File: src/cpu_store16_stop_subtract_exec_regs.vh
// constants for the 16-bit store, stop and subtract executor
`ifndef CPU_STORE16_STOP_SUBTRACT_EXEC_REGS_VH
`define CPU_STORE16_STOP_SUBTRACT_EXEC_REGS_VH

// --------------------------------------------------------------
// condition code bit positions
// --------------------------------------------------------------
`define CC_S 7
`define CC_X 6
`define CC_I 4
`define CC_N 3
`define CC_Z 2
`define CC_V 1
`define CC_C 0

// --------------------------------------------------------------
// reset values
// --------------------------------------------------------------
`define RESET_PC 16'h0000
`define RESET_CCR 8'hd0
`define RESET_WORD 16'h0000
`define RESET_BYTE 8'h00

// --------------------------------------------------------------
// opcodes and fixed addresses
// --------------------------------------------------------------
`define PRE_Y 8'h18
`define PRE_1A 8'h1a
`define PRE_CD 8'hcd
`define OP_STOP 8'hcf
`define LOW_STORE_D 4'hd
`define LOW_STORE_W 4'hf
`define LOW_SUB 4'h0
`define OP_IDX_STORE_W 8'hef
`define IDLE_ADDR 16'hffff
`define ZERO_PAGE 8'h00

// --------------------------------------------------------------
// addressing mode field op[5:4], store source, load select
// --------------------------------------------------------------
`define MODE_IMM 2'h0
`define MODE_DIR 2'h1
`define MODE_IDX 2'h2
`define MODE_EXT 2'h3
`define SRC_D 2'h0
`define SRC_SP 2'h1
`define SRC_X 2'h2
`define SRC_Y 2'h3
`define LD_A 3'h0
`define LD_B 3'h1
`define LD_X 3'h2
`define LD_Y 3'h3
`define LD_SP 3'h4
`define LD_CCR 3'h5

`endif

File: src/cpu_store16_stop_subtract_exec.v
// cpu core subset: 16-bit stores, stop and 8-bit subtract
`timescale 1ns/10ps
`include "cpu_store16_stop_subtract_exec_regs.vh"

module cpu_store16_stop_subtract_exec (
	input wire i_mclk,
	input wire i_rst_b,
	input wire i_ce,
	input wire [7:0] i_rdata,
	input wire i_nonmaskable_interrupt_pin_b,
	input wire i_irq_request_b,
	input wire i_load,
	input wire [2:0] i_load_sel,
	input wire [15:0] i_load_data,
	output reg [15:0] o_addr,
	output reg [7:0] o_wdata,
	output reg o_rw,
	output reg o_stopped,
	output reg o_int_entry,
	output reg o_int_maskable,
	output reg [7:0] o_acc_a,
	output reg [7:0] o_acc_b,
	output reg [15:0] o_index_x,
	output reg [15:0] o_index_y,
	output reg [15:0] o_stack_pointer,
	output reg [7:0] o_condition_code_register,
	output reg [15:0] o_pc
);

// --------------------------------------------------------------
// states
// --------------------------------------------------------------
localparam [3:0] S_FETCH = 4'h0;
localparam [3:0] S_PREOP = 4'h1;
localparam [3:0] S_INH2 = 4'h2;
localparam [3:0] S_OPND1 = 4'h3;
localparam [3:0] S_OPND2 = 4'h4;
localparam [3:0] S_IDLE = 4'h5;
localparam [3:0] S_WR1 = 4'h6;
localparam [3:0] S_WR2 = 4'h7;
localparam [3:0] S_RDM = 4'h8;
localparam [3:0] S_STOP = 4'h9;

// decode classes
localparam [1:0] K_NOP = 2'h0;
localparam [1:0] K_STORE = 2'h1;
localparam [1:0] K_SUB = 2'h2;
localparam [1:0] K_STOP = 2'h3;

reg [3:0] state;
reg [1:0] kind;
reg [1:0] mode;
reg [1:0] src;
reg acc_b_sel;
reg use_y;
reg [7:0] prefix;
reg [7:0] hi_byte;
reg [15:0] ea;

// --------------------------------------------------------------
// helper functions
// --------------------------------------------------------------
// class of an opcode given its prefix; unknown forms run as no_operation
function [1:0] decode_kind;
	input [7:0] pre;
	input [7:0] op;
	reg none;
	begin
		none = (pre == `RESET_BYTE);
		decode_kind = K_NOP;
		if (none && op == `OP_STOP) begin
			decode_kind = K_STOP;
		end else if (op[7] && op[3:0] == `LOW_STORE_D && op[6]) begin
			if (none || (pre == `PRE_Y && op[5:4] == `MODE_IDX)) begin
				decode_kind = K_STORE;
			end
		end else if (op[7] && op[3:0] == `LOW_STORE_W &&
			op[5:4] != `MODE_IMM) begin
			if (none) begin
				decode_kind = K_STORE;
			end else if (pre == `PRE_Y && (op[6] || op[5:4] == `MODE_IDX)) begin
				decode_kind = K_STORE;
			end else if (op == `OP_IDX_STORE_W &&
				(pre == `PRE_1A || pre == `PRE_CD)) begin
				decode_kind = K_STORE;
			end
		end else if (op[7] && op[3:0] == `LOW_SUB) begin
			if (none || (pre == `PRE_Y && op[5:4] == `MODE_IDX)) begin
				decode_kind = K_SUB;
			end
		end
	end
endfunction

// store source register for a store opcode
function [1:0] decode_src;
	input [7:0] pre;
	input [7:0] op;
	begin
		if (op[3:0] == `LOW_STORE_D) begin
			decode_src = `SRC_D;
		end else if (!op[6]) begin
			decode_src = `SRC_SP;
		end else if (pre == `PRE_Y || pre == `PRE_1A) begin
			decode_src = `SRC_Y;
		end else begin
			decode_src = `SRC_X;
		end
	end
endfunction

// indexed effective address
function [15:0] index_addr;
	input [15:0] base;
	input [7:0] offset;
	begin
		index_addr = base + {`ZERO_PAGE, offset};
	end
endfunction

// 8-bit subtract result with new condition codes
function [15:0] subtract8;
	input [7:0] acc;
	input [7:0] mem;
	input [7:0] cc;
	reg [7:0] r;
	reg [7:0] f;
	begin
		r = acc - mem;
		f = cc;
		f[`CC_N] = r[7];
		f[`CC_Z] = (r == `RESET_BYTE);
		f[`CC_V] = (acc[7] & ~mem[7] & ~r[7]) |
			(~acc[7] & mem[7] & r[7]);
		f[`CC_C] = (mem > acc);
		subtract8 = {r, f};
	end
endfunction

// --------------------------------------------------------------
// datapath helpers
// --------------------------------------------------------------
reg [15:0] src_val;
reg [7:0] sub_acc;
wire [7:0] full_op;
wire [1:0] op_kind;
wire [1:0] op_src;
wire op_prefix;
wire [15:0] sub_res;
wire [7:0] sub_mem;

assign op_prefix = (i_rdata == `PRE_Y) || (i_rdata == `PRE_1A) ||
	(i_rdata == `PRE_CD);
assign full_op = i_rdata;
assign op_kind = decode_kind((state == S_PREOP) ? prefix : `RESET_BYTE,
	full_op);
assign op_src = decode_src((state == S_PREOP) ? prefix : `RESET_BYTE,
	full_op);
assign sub_mem = i_rdata;
assign sub_res = subtract8(sub_acc, sub_mem, o_condition_code_register);

always @* begin
	case (src)
		`SRC_D: src_val = {o_acc_a, o_acc_b};
		`SRC_SP: src_val = o_stack_pointer;
		`SRC_X: src_val = o_index_x;
		default: src_val = o_index_y;
	endcase
	sub_acc = acc_b_sel ? o_acc_b : o_acc_a;
end

// --------------------------------------------------------------
// sequencer
// --------------------------------------------------------------
always @(posedge i_mclk or negedge i_rst_b) begin
	if (!i_rst_b) begin
		state <= S_FETCH;
		kind <= K_NOP;
		mode <= `MODE_IMM;
		src <= `SRC_D;
		acc_b_sel <= 1'b0;
		use_y <= 1'b0;
		prefix <= `RESET_BYTE;
		hi_byte <= `RESET_BYTE;
		ea <= `RESET_WORD;
		o_addr <= `RESET_PC;
		o_wdata <= `RESET_BYTE;
		o_rw <= 1'b1;
		o_stopped <= 1'b0;
		o_int_entry <= 1'b0;
		o_int_maskable <= 1'b0;
		o_acc_a <= `RESET_BYTE;
		o_acc_b <= `RESET_BYTE;
		o_index_x <= `RESET_WORD;
		o_index_y <= `RESET_WORD;
		o_stack_pointer <= `RESET_WORD;
		o_condition_code_register <= `RESET_CCR;
		o_pc <= `RESET_PC;
	end else if (i_ce) begin
		o_int_entry <= 1'b0;
		case (state)
			S_FETCH, S_PREOP: begin
				o_pc <= o_pc + 16'h0001;
				o_addr <= o_pc + 16'h0001;
				if (state == S_FETCH && op_prefix) begin
					prefix <= i_rdata;
					state <= S_PREOP;
				end else begin
					kind <= op_kind;
					mode <= full_op[5:4];
					src <= op_src;
					acc_b_sel <= full_op[6];
					use_y <= (state == S_PREOP) &&
						(prefix == `PRE_Y || prefix == `PRE_CD);
					prefix <= `RESET_BYTE;
					if (op_kind == K_NOP || op_kind == K_STOP) begin
						// single byte: pc already points past it
						state <= S_INH2;
					end else begin
						state <= S_OPND1;
					end
				end
			end
			S_INH2: begin
				if (kind == K_STOP &&
					!o_condition_code_register[`CC_S]) begin
					o_stopped <= 1'b1;
					state <= S_STOP;
				end else begin
					o_addr <= o_pc;
					state <= S_FETCH;
				end
			end
			S_OPND1: begin
				o_pc <= o_pc + 16'h0001;
				hi_byte <= i_rdata;
				case (mode)
					`MODE_IMM: begin
						if (acc_b_sel) begin
							o_acc_b <= sub_res[15:8];
						end else begin
							o_acc_a <= sub_res[15:8];
						end
						o_condition_code_register <= sub_res[7:0];
						o_addr <= o_pc + 16'h0001;
						state <= S_FETCH;
					end
					`MODE_DIR: begin
						ea <= {`ZERO_PAGE, i_rdata};
						o_addr <= {`ZERO_PAGE, i_rdata};
						o_rw <= (kind != K_STORE);
						o_wdata <= src_val[15:8];
						state <= (kind == K_STORE) ? S_WR1 : S_RDM;
					end
					`MODE_IDX: begin
						ea <= index_addr(use_y ? o_index_y : o_index_x,
							i_rdata);
						o_addr <= `IDLE_ADDR;
						state <= S_IDLE;
					end
					default: begin
						o_addr <= o_pc + 16'h0001;
						state <= S_OPND2;
					end
				endcase
			end
			S_OPND2, S_IDLE: begin
				if (state == S_OPND2) begin
					o_pc <= o_pc + 16'h0001;
					ea <= {hi_byte, i_rdata};
					o_addr <= {hi_byte, i_rdata};
				end else begin
					o_addr <= ea;
				end
				o_rw <= (kind != K_STORE);
				o_wdata <= src_val[15:8];
				state <= (kind == K_STORE) ? S_WR1 : S_RDM;
			end
			S_WR1: begin
				o_addr <= ea + 16'h0001;
				o_wdata <= src_val[7:0];
				state <= S_WR2;
			end
			S_WR2: begin
				o_condition_code_register[`CC_N] <= src_val[15];
				o_condition_code_register[`CC_Z] <=
					(src_val == `RESET_WORD);
				o_condition_code_register[`CC_V] <= 1'b0;
				o_rw <= 1'b1;
				o_addr <= o_pc;
				state <= S_FETCH;
			end
			S_RDM: begin
				if (acc_b_sel) begin
					o_acc_b <= sub_res[15:8];
				end else begin
					o_acc_a <= sub_res[15:8];
				end
				o_condition_code_register <= sub_res[7:0];
				o_addr <= o_pc;
				state <= S_FETCH;
			end
			S_STOP: begin
				if (!i_nonmaskable_interrupt_pin_b) begin
					o_stopped <= 1'b0;
					o_addr <= o_pc;
					o_int_entry <=
						!o_condition_code_register[`CC_X];
					o_int_maskable <= 1'b0;
					state <= S_FETCH;
				end else if (!i_irq_request_b &&
					!o_condition_code_register[`CC_I]) begin
					o_stopped <= 1'b0;
					o_addr <= o_pc;
					o_int_entry <= 1'b1;
					o_int_maskable <= 1'b1;
					state <= S_FETCH;
				end
			end
			default: begin
				o_addr <= o_pc;
				o_rw <= 1'b1;
				state <= S_FETCH;
			end
		endcase
		// preset port wins over the instruction in the same cycle
		if (i_load) begin
			case (i_load_sel)
				`LD_A: o_acc_a <= i_load_data[7:0];
				`LD_B: o_acc_b <= i_load_data[7:0];
				`LD_X: o_index_x <= i_load_data;
				`LD_Y: o_index_y <= i_load_data;
				`LD_SP: o_stack_pointer <= i_load_data;
				`LD_CCR: o_condition_code_register <= i_load_data[7:0];
				default: begin
				end
			endcase
		end
	end
end

endmodule

File: config.mk
export PLATFORM = sky130hd
export DESIGN_NAME = cpu_store16_stop_subtract_exec
export DESIGN_NICKNAME = d
export VERILOG_FILES = /design/src/cpu_store16_stop_subtract_exec.v
export VERILOG_INCLUDE_DIRS = /design/src /design/src/src
export SDC_FILE = /design/constraint.sdc
export NUM_CORES = 1
export LEC_CHECK = 0
export BUFFER_PORTS_ARGS = -buffer_cell sky130_fd_sc_hd__buf_2
export CAP_MARGIN = 30
export CORE_MARGIN = 3
export CORE_UTILIZATION = 55
export CTS_CLUSTER_DIAMETER = 80
export DETAILED_ROUTE_END_ITERATION = 16
export GPL_TIMING_DRIVEN = 0
export PLACE_DENSITY = 0.85
export SETUP_SLACK_MARGIN = 0.1
export SLEW_MARGIN = 20
export SYNTH_ARGS = -nofsm -noshare
export SYNTH_HDL_FRONTEND = slang
export SYNTH_SLANG_ARGS = --single-unit
File: constraint.sdc
create_clock -name i_mclk -period 3.5 [get_ports i_mclk]
set_clock_uncertainty 0.05 [all_clocks]
set_input_delay 0.7 -clock i_mclk [delete_from_list [all_inputs] [get_ports i_mclk]]
set_output_delay 0.7 -clock i_mclk [all_outputs]
set_load 0.1 [all_outputs]
==> reports/summary.txt, run 1 <==
post-route ant nets = 0
flops & latches, synth = 160
Via density = 6.527
Final Max Tran Viols = 0
setup repair bufs after CTS = 0
detailed-route wire length per cell = 21.91 µm
reg2reg end = o_condition_code_register[2]$_DFFE_PN0P_
Antenna diodes = 0
initial antenna violation count = 0
Iter 0 DRT Violations = 942
Synth Flop Type = dfrtp_1
Total Wirelength = 31440 µm
crit start category = flop
R2R Setup Slk = 200 ps
DRT Pass-1 Iters = 7
run status = complete, no violations
pin count of the biggest net entering global routing = 84
CP Capture Type = flop
worst relative slew slack = 29.86%
CTS tree = done
final hold vios = 0
reg2reg path depth = 7
layout cells sized above 1 = 23.72%
# DRC = 0
Mapped Area = 9811 µm²
maximum clock path buffer count = 2
post-cts sizing count = 2
row count = 48
Die W = 139.6 µm
RSZ-0062 raised after global routing = false
gate count of the mapped netlist = 1031
WS Path Type = flop to flop
Syn Area/Cell = 9.516 µm²
Syn Nets = 1090
Post-Synth XOR/XNOR Area = 5.089%
GRT Util Overall = 32.10%
placed wire-length estimate = 23370 µm
Layout area overhead = 16.89%
min-delay worst type = input pin to asynchronous set/reset pin
CP max FO = 10
post-synthesis mux area share = 15.19%
fin nets = 1256
final setup fails = 0
Adder-Cell Fraction of Synth Area = 3.469%
period utilisation layout = 94.23%
input/output buffers = 148
Post-synth EDFFs = 0
min Tclk post-route = 3298 ps
CTS Hold Bufs = 0
global route total overflow = 0
Num CTS Buffers = 17
crit path DAT = 3620 ps
Placed Cells = 1406
Die Y = 139.6 µm
Clock Root Buffer = clkbuf_16
RR Startpoint = src[1]$_DFFE_PN0P_
Worst Path Required = 3820 ps
Async SR Flop Fraction = 100.0%
Non-Filler Instances = 1435
filler cell count = 1352
post-synth cell types = 71
sequential fraction of the synthesis area = 40.86%
core area = 17360 µm²
CTS H-Tree Depth = 4
GP Congestion = 0.9831
# IOs = 149
total die area = 19480 µm²
# clock sinks = 160
Slew @ Worst Pin = 1050 ps
simple-gate share of the synthesized area = 15.98%
combinational family with the most area after synthesis = compound AO/OA/AOI/OAI gates
Vias = 9366
post-synthesis compound-gate area fraction = 16.22%
Ys Warns = 0
Max Clk Rate = 303.2 MHz
Max-Cap Viols = 0
Initial Util = 56.52%
clock transition at the registers of the reported paths = 70 ps
number of global-route vias before repair = 9105
first-pass GRT wire length = 49860 µm
Clk Latency, worst-skew pair = 440 ps
-- metal layers --
| layer | wire [µm] | vias up | track usage (%) |
|---|---|---|---|
| met5 | 0 | - | 0 |
| met4 | 1568 | 0 | 16.27 |
| met3 | 3379 | 124 | 7.010 |
| met2 | 14070 | 638 | 49.11 |
| met1 | 12420 | 4507 | 43.39 |
| li1 | - | 4097 | - |
-- worst max-delay path: stages (launching register included) --
cell and delay, ps:
dfrtp_1 320, clkbuf_1 440, buf_1 580, mux4_2 470
nor4b_1 570, nand4_1 140, nor4_1 450, or3_1 200
-- how the worst max path moves through the flow --
stage / from / endpoint / slack, ps / depth (start not counted)
4_1_cts: src[1]$_DFFE_PN0P_ / o_condition_code_register[2]$_DFFE_PN0P_ / 200 / 7
3_5_place_dp: use_y$_DFFE_PN0P_ / ea[10]$_DFFE_PN0P_ / -170 / 13
6_report: src[1]$_DFFE_PN0P_ / o_condition_code_register[2]$_DFFE_PN0P_ / 200 / 7
2_1_floorplan: use_y$_DFFE_PN0P_ / ea[10]$_DFFE_PN0P_ / 410 / 13
3_3_place_gp: i_rst_b / o_index_y[12]$_DFFE_PN0P_ / -720 / 1
5_1_grt: src[1]$_DFFE_PN0P_ / o_condition_code_register[2]$_DFFE_PN0P_ / 110 / 7
-- layout by cell type, fill, tap and decap left out, types with 16 or more instances in the layout --
master,instances
nor2_1,84
clkbuf_16,17
nand2_1,103
clkbuf_1,43
xnor2_1,33
mux4_2,16
a21oi_1,71
nor3_1,21
dfrtp_1,156
o22ai_1,16
xor2_1,23
mux2i_1,33
buf_2,152
o21ai_0,86
nand3_1,30
mux2_2,71
inv_1,22
ha_1,24
-- synth_stat cells, types with 22 or more instances --
cell      number  area, µm²
a21oi_1       71      355.3
clkbuf_1      45      168.9
dfrtp_1      156       3904
ha_1          24      300.3
inv_1         22      82.58
mux2_2        71      799.5
mux2i_1       33      330.3
nand2_1      103      386.6
nand3_1       30      150.1
nor2_1        84      315.3
o21ai_0       87      435.4
xnor2_1       34      297.8
xor2_1        23      201.4
-- logic make-up (layout without fill, tap and decap cells) --
| group | count (synthesis) | in the layout |
|---|---|---|
| AND/OR/NAND/NOR | 326 | 326 |
| adder cells (fa/ha/maj) | 26 | 26 |
| multiplexers | 120 | 120 |
| flip-flops | 160 | 160 |
| XOR/XNOR | 57 | 57 |
| AO/OA/AOI/OAI | 262 | 262 |
| buffers and inverters | 80 | 259 |
-- state kept, by name, summed over array words and instances, names as in the netlist, 2 cells and up --
register,cells
o_wdata,8
kind,2
prefix,8
o_index_y,16
o_acc_a,8
o_stack_pointer,16
o_pc,16
o_condition_code_register,8
state,4
mode,2
hi_byte,8
src,2
ea,16
o_addr,16
o_index_x,16
o_acc_b,8
-- cell type report --
type	instances	area (µm²)	share of cell area, %
Buffer	54	216.5	1.888
Clock buffer	17	425.4	3.710
Clock inverter	15	162.7	1.418
Inverter	23	86.33	0.7529
Multi-Input combinational cell	791	5504	48.00
Sequential cell	160	4009	34.96
Tap cell	225	281.5	2.455
Timing Repair Buffer	150	782.0	6.819
-- stage by stage --
stage          hold WS [ps]  cell area, µm²  utilization [%]  worst slack [ps]  TNS, ps
2_1_floorplan         354.4            9811                -             412.5        0
3_3_place_gp          406.5           10830            62.41            -719.3  -110710
3_5_place_dp          414.8           10870            62.65            -165.8   -437.3
4_1_cts               214.2           11460            66.05             202.8        0
5_1_grt               219.7           11470            66.07             109.8        0
6_report              181.4           11470            66.07             202.0        0
Power of run 1 is left out: the tool's default activity adds up to more than one toggle a clock period on the data nets, which glitch-free logic cannot reach.
==> inputs of run 2 (changes only) <==
--- a/config.mk
+++ b/config.mk
@@ -8,12 +8,14 @@
 export LEC_CHECK = 0
 export BUFFER_PORTS_ARGS = -buffer_cell sky130_fd_sc_hd__buf_2
 export CAP_MARGIN = 30
+export CELL_PAD_IN_SITES_DETAIL_PLACEMENT = 1
+export CELL_PAD_IN_SITES_GLOBAL_PLACEMENT = 1
 export CORE_MARGIN = 3
-export CORE_UTILIZATION = 55
+export CORE_UTILIZATION = 44
 export CTS_CLUSTER_DIAMETER = 80
 export DETAILED_ROUTE_END_ITERATION = 16
 export GPL_TIMING_DRIVEN = 0
-export PLACE_DENSITY = 0.85
+export PLACE_DENSITY = 0.87
 export SETUP_SLACK_MARGIN = 0.1
 export SLEW_MARGIN = 20
 export SYNTH_ARGS = -nofsm -noshare
==> run 2 against run 1 <==
  * Register-to-register slack gained 30 ps
  * Global-route usage decreased by 1.8 points
  * Wire length increased by 19%
  * Worst setup slack better by 3.1 ps
  * Count of clock-buffer cells in the layout did not move
  * Core utilization decreased by 13 points
  * Critical endpoint unchanged
==> reports/summary.txt, run 2 (synthesized netlist as in run 1, its figures left out) <==
most common cell after layout, fill and taps aside = dfrtp_1
Vias = 9497 (+1.4%)
pin count of the biggest net entering global routing = 92 (+9.5%)
total power = 13.10 mW
Peak VDD IR = 0.001101 V
post-route cell area = 11620 µm² (+1.3%)
# IOs = 149 (unchanged)
Layout area overhead = 18.42%
Die Y = 155.3 µm (+11%)
RR Startpoint = src[0]$_DFFE_PN0P_
min Tclk post-route = 3295 ps (-3.140 ps)
Max Clk Rate = 303.5 MHz (about the same)
CTS H-Tree Depth = 4 (unchanged)
CTS Hold Bufs = 0 (unchanged)
Placed Cells = 1460 (+3.8%)
global route total overflow = 0 (unchanged)
R2R Setup Slk = 230 ps (+30 ps)
Final Max Tran Viols = 0 (unchanged)
input/output buffers = 148 (unchanged)
reg2reg path depth = 6 (-1)
setup repair bufs after CTS = 0 (unchanged)
clock transition at the registers of the reported paths = 80 ps (about the same)
reg2reg end = o_condition_code_register[2]$_DFFE_PN0P_
final hold vios = 0 (unchanged)
detailed-route wire length per cell = 25.03 µm (+14%)
Power Density = 1127 nW/µm²
met2 global-route usage = 49.71% (+0.60 points)
maximum clock path buffer count = 2 (unchanged)
Pleak = 5.058 nW
Sequential cell area = 4010 µm² (about the same)
M3 GR Usage = 5.396% (-1.6 points)
Initial Util = 44.82% (-12 points)
run status = complete, no violations
Post-DP Area = 10940 µm² (+0.60%)
Slew @ Worst Pin = 1053 ps (+3.393 ps)
Max-Cap Viols = 0 (unchanged)
Worst Path Required = 3830 ps (about the same)
Hold Slack = 169.2 ps (-12.14 ps)
core area = 21890 µm² (+26%)
Most Crowded Layer GR = met2
# DRC = 0 (unchanged)
GP Congestion = 0.9029 (-8.2%)
GRT Util Overall = 30.33% (-1.8 points)
RSZ-0062 raised after global routing = false
Antenna diodes = 0 (unchanged)
filler cell count = 2530 (+87%)
Die W = 155.3 µm (+11%)
CTS tree = done
Clock Root Buffer = clkbuf_16
multi-input logic area = 5533 µm² (+0.52%)
worst relative slew slack = 29.52% (-0.33 points)
post-route ant nets = 0 (unchanged)
commonest non-fill, non-tap cells in the layout = 155 x dfrtp_1, 151 x buf_2, 103 x nand2_1
number of global-route vias before repair = 9821 (+7.9%)
CP Capture Type = flop
Total Wirelength = 37300 µm (+19%)
crit start category = input pin
WS Path Type = input pin to flop
period utilisation layout = 94.14% (about the same)
post-cts sizing count = 5 (+3)
Iter 0 DRT Violations = 839 (-11%)
fin nets = 1256 (unchanged)
Non-Filler Instances = 1490 (+3.8%)
DRT Pass-1 Iters = 5 (-2)
total die area = 24120 µm² (+24%)
placed wire-length estimate = 27330 µm (+17%)
crit path DAT = 3620 ps (about the same)
first-pass GRT wire length = 57370 µm (+15%)
CP max FO = 10 (unchanged)
# clock sinks = 160 (unchanged)
Via density = 6.374 (-2.3%)
final setup fails = 0 (unchanged)
Final Core Density = 53.07% (-13 points)
grt met1 use = 39.87% (-3.5 points)
Clk Latency, worst-skew pair = 460 ps (+20 ps)
Num CTS Buffers = 17 (unchanged)
initial antenna violation count = 0 (unchanged)
row count = 54 (+13%)
min-delay worst type = input pin to asynchronous set/reset pin
layout cells sized above 1 = 24.38% (+0.66 points)
-- run 2: changes by cell type in the layout (fill, tap and decap cells not counted), moves of 2 or more --
cell / delta
clkinv_4: -3
clkinv_8: +6
buf_1: -2
inv_8: -4
clkbuf_4: +2
-- run 2: worst max path at each step --
stage,to,slack (ps),from
after floorplan,ea[10]$_DFFE_PN0P_,410,use_y$_DFFE_PN0P_
after global placement,o_index_x[8]$_DFFE_PN0P_,-820,i_rst_b
after detailed placement,use_y$_DFFE_PN0P_,-380,i_rdata[5]
after CTS,o_addr[7]$_DFFE_PN0P_,160,state[3]$_DFFE_PN0P_
after global routing,o_condition_code_register[2]$_DFFE_PN0P_,90,acc_b_sel$_DFFE_PN0P_
final,o_condition_code_register[2]$_DFFE_PN0P_,210,i_rdata[4]
-- run 2: cell type report --
class,instances,share of cell area [%]
clock inverter,15,1.777
inverter,23,0.7431
timing repair buffer,150,6.742
buffer,54,1.917
sequential,160,34.52
multi-input combinational,791,47.63
clock buffer,17,3.662
tap,280,3.016
-- run 2: power by group --
part           switching (mW)  internal (mW)  leakage, nW  total, mW
combinational            5.89           1.96         2.75       7.85
clock                    1.00          0.986        0.304       1.99
sequential              0.803           2.46         2.00       3.26
total                    7.70           5.40         5.06       13.1
-- run 2: through the flow --
step / TNS [ps] / setup WS [ps]
floorplan: 0 / 412.5
global placement: -126010 / -822.5
detailed placement: -1585 / -378.6
CTS: 0 / 157.2
global route: 0 / 87.52
finish: 0 / 205.1
-- run 2: worst max-delay path, stage by stage --
cell and delay (ps):
buf_2 160, clkbuf_1 500, inv_1 280, ha_1 420, o21ai_0 140, a31oi_1 320
o22a_1 260, xnor2_2 180, inv_1 110, nor4b_1 350, or3_1 190
-- run 2: per-layer routing --
layer  wire [µm]  vias to the layer above
met2       17560                      532
met4        1498                        0
met5           0                        -
met1       15330                     4770
li1            -                     4098
met3        2906                       97
(Power assumes the default switching activity.)
==> inputs of run 3 (changes only) <==
==> constraint.sdc (replaced) <==
create_clock -name i_mclk -period 3.5 [get_ports i_mclk]
set_clock_uncertainty 0.05 [all_clocks]
set_input_delay 0.175 -clock i_mclk [delete_from_list [all_inputs] [get_ports i_mclk]]
set_output_delay 0.175 -clock i_mclk [all_outputs]
set_load 0.1 [all_outputs]
==> run 3 against run 2 <==
  * Non-clock buffer count is 11 higher
  * Combinational power hardly changed
  * Critical path type is now flop to flop
  * Largest power group unchanged
  * Critical endpoint unchanged
  * Critical path depth is 1 higher
  * Die area stayed put
  * Sequential power hardly changed
  * Highest routed layer unchanged
  * Count of clock-buffer cells in the layout stayed put
  * Via count is 0.11% higher
  * Final cell count is 0.74% higher
  * Cell area is 0.92% higher
  * Maximum frequency is 1.6% higher
  * Sequential share of layout area is 0.31 points lower
==> reports/summary.txt, run 3 (synthesized netlist as in run 1, its figures left out) <==
total power = 13.09 mW (about the same)
worst relative slew slack = 31.81% (+2.3 points)
CTS tree = done
first-pass GRT wire length = 57720 µm (+0.60%)
WS Path Type = flop to flop
detailed-route wire length per cell = 24.93 µm (-0.38%)
setup slack at placement = -335.8 ps (+42.79 ps)
Pleak = 5.122 nW (+1.3%)
total die area = 24120 µm² (unchanged)
Power Density = 1117 nW/µm² (-0.95%)
post-route cell area = 11720 µm² (+0.92%)
CTS H-Tree Depth = 4 (unchanged)
Clock Root Buffer = clkbuf_16
Final Max Tran Viols = 0 (unchanged)
initial antenna violation count = 0 (unchanged)
reg2reg end = o_condition_code_register[2]$_DFFE_PN0P_
CP max-delay cell = dfrtp_2
Max Clk Rate = 308.4 MHz (+1.6%)
setup repair bufs after CTS = 0 (unchanged)
Initial Util = 44.82% (unchanged)
placed wire-length estimate = 27330 µm (unchanged)
Max-Cap Viols = 0 (unchanged)
post-route ant nets = 0 (unchanged)
min-delay worst type = input pin to flop
grt met1 use = 39.99% (+0.12 points)
GRT Util Overall = 30.50% (+0.17 points)
Post-DP Area = 10940 µm² (unchanged)
Most Crowded Layer GR = met2
Setup WS post-layout = 257.6 ps (+52.46 ps)
Final Core Density = 53.56% (+0.49 points)
number of global-route vias before repair = 9889 (+0.69%)
WP buf/inv = 2 (-2)
met2 global-route usage = 50.29% (+0.58 points)
maximum clock path buffer count = 2 (unchanged)
Worst Path Required = 3830 ps (about the same)
run status = complete, no violations
Via density = 6.334 (-0.63%)
Layout area overhead = 19.50%
reg2reg path depth = 12 (+6)
Vias = 9507 (+0.11%)
Antenna diodes = 0 (unchanged)
RSZ-0062 raised after global routing = false
Die Y = 155.3 µm (unchanged)
crit path DAT = 3570 ps (-50 ps)
core area = 21890 µm² (unchanged)
most common cell after layout, fill and taps aside = dfrtp_1
R2R Setup Slk = 260 ps (+30 ps)
Die W = 155.3 µm (unchanged)
CP max FO = 10 (unchanged)
# clock sinks = 160 (unchanged)
commonest non-fill, non-tap cells in the layout = 155 x dfrtp_1, 151 x buf_2, 103 x nand2_1
RR Startpoint = acc_b_sel$_DFFE_PN0P_
pin count of the biggest net entering global routing = 92 (unchanged)
multi-input logic area = 5527 µm² (-0.11%)
global route total overflow = 0 (unchanged)
# IOs = 149 (unchanged)
final setup fails = 0 (unchanged)
CP cell instances = buf_2 -> mux2i_1 -> ha_1 -> inv_1 -> fa_1 -> nand2_1 -> nand2b_1 -> a21oi_1 -> xor2_2 -> nand4_1 -> nor4b_1 -> or3_1
clock transition at the registers of the reported paths = 80 ps (about the same)
Iter 0 DRT Violations = 792 (-5.6%)
delay-heaviest family, CP = simple AND/OR/NAND/NOR gates
GP Congestion = 0.9029 (unchanged)
CP Capture Type = flop
# DRC = 0 (unchanged)
M3 GR Usage = 5.341% (-0.056 points)
Num CTS Buffers = 17 (unchanged)
crit start category = flop
min Tclk post-route = 3242 ps (-52.46 ps)
period utilisation layout = 92.64% (-1.5 points)
Sequential cell area = 4010 µm² (unchanged)
layout cells sized above 1 = 24.08% (-0.30 points)
row count = 54 (unchanged)
Peak VDD IR = 0.001102 V (+0.13%)
Slew @ Worst Pin = 1019 ps (-34.09 ps)
Clk Latency, worst-skew pair = 460 ps (about the same)
hold path startpoint = i_load_data[4]
hold path depth = 2
CP peak stage delay = 490 ps (about the same)
DRT Pass-1 Iters = 5 (unchanged)
hold endpoint = o_index_y[4]$_DFFE_PN0P_
fin nets = 1267 (+0.88%)
input/output buffers = 148 (unchanged)
filler cell count = 2526 (-0.16%)
final hold vios = 0 (unchanged)
Hold Slack = 38.99 ps (-130.2 ps)
Total Wirelength = 37430 µm (+0.35%)
run 3: changes by cell type in the layout (fill, tap and decap cells not counted), sizes merged:
cell	delta
dlygate4sd3	+10
dlymetal6s2s	+1
run 3: repair_timing:
| item | CTS | global route |
|---|---|---|
| resized for setup | 4 | 8 |
| endpoints found under the hold margin | 90 | 0 |
| setup endpoints to repair | 12 | 10 |
| hold buffers | 10 | 0 |
run 3: per-layer routing:
| metal | vias to the layer above | share of wire, % |
|---|---|---|
| met5 | - | 0 |
| met4 | 0 | 4.4 |
| met3 | 107 | 7.7 |
| met2 | 520 | 47 |
| met1 | 4746 | 41 |
| li1 | 4134 | - |
run 3: metrics by stage:
| stage | std cells | setup TNS (ps) |
|---|---|---|
| floorplan | 1031 | 0 |
| global placement | 1459 | -43830 |
| detailed placement | 1460 | -1176 |
| CTS | 1499 | 0 |
| global route | 1501 | 0 |
| finish | 1501 | 0 |
run 3: worst register-to-register path: cells and delay by family, from the launching register on:
| kind | cells | cell delay [ps] |
|---|---|---|
| and+or+nand+nor | 5 | 890 |
| muxes | 1 | 260 |
| DFF | 1 | 490 |
| buffers and inverters | 2 | 350 |
| AOI/OAI and AO/OA | 1 | 240 |
| xor gates and xnor gates | 1 | 240 |
| adders and majority gates | 2 | 620 |
run 3: worst max path at each step:
| stage | start | end | slack, ps | cells past startpoint |
|---|---|---|---|---|
| 2_1_floorplan | use_y$_DFFE_PN0P_ | ea[10]$_DFFE_PN0P_ | 410 | 13 |
| 5_1_grt | acc_b_sel$_DFFE_PN0P_ | o_condition_code_register[2]$_DFFE_PN0P_ | 90 | 12 |
| 6_report | acc_b_sel$_DFFE_PN0P_ | o_condition_code_register[2]$_DFFE_PN0P_ | 260 | 12 |
| 3_5_place_dp | use_y$_DFFE_PN0P_ | ea[10]$_DFFE_PN0P_ | -340 | 13 |
| 3_3_place_gp | i_rst_b | o_index_x[8]$_DFFE_PN0P_ | -300 | 1 |
| 4_1_cts | state[3]$_DFFE_PN0P_ | o_addr[7]$_DFFE_PN0P_ | 160 | 8 |
run 3: layout make-up:
type                       instances  area share, %
multi-input combinational        791          47.14
sequential                       160          34.21
timing repair buffer             161          7.641
clock buffer                      17          3.629
tap                              280          2.988
buffer                            54          1.900
clock inverter                    15          1.761
inverter                          23         0.7364
run 3: where the power goes:
part	switching (mW)	leakage (nW)	total (mW)	internal, mW
Combinational	5.89	2.82	7.85	1.96
Sequential	0.800	2.00	3.26	2.46
Clock	0.999	0.304	1.99	0.986
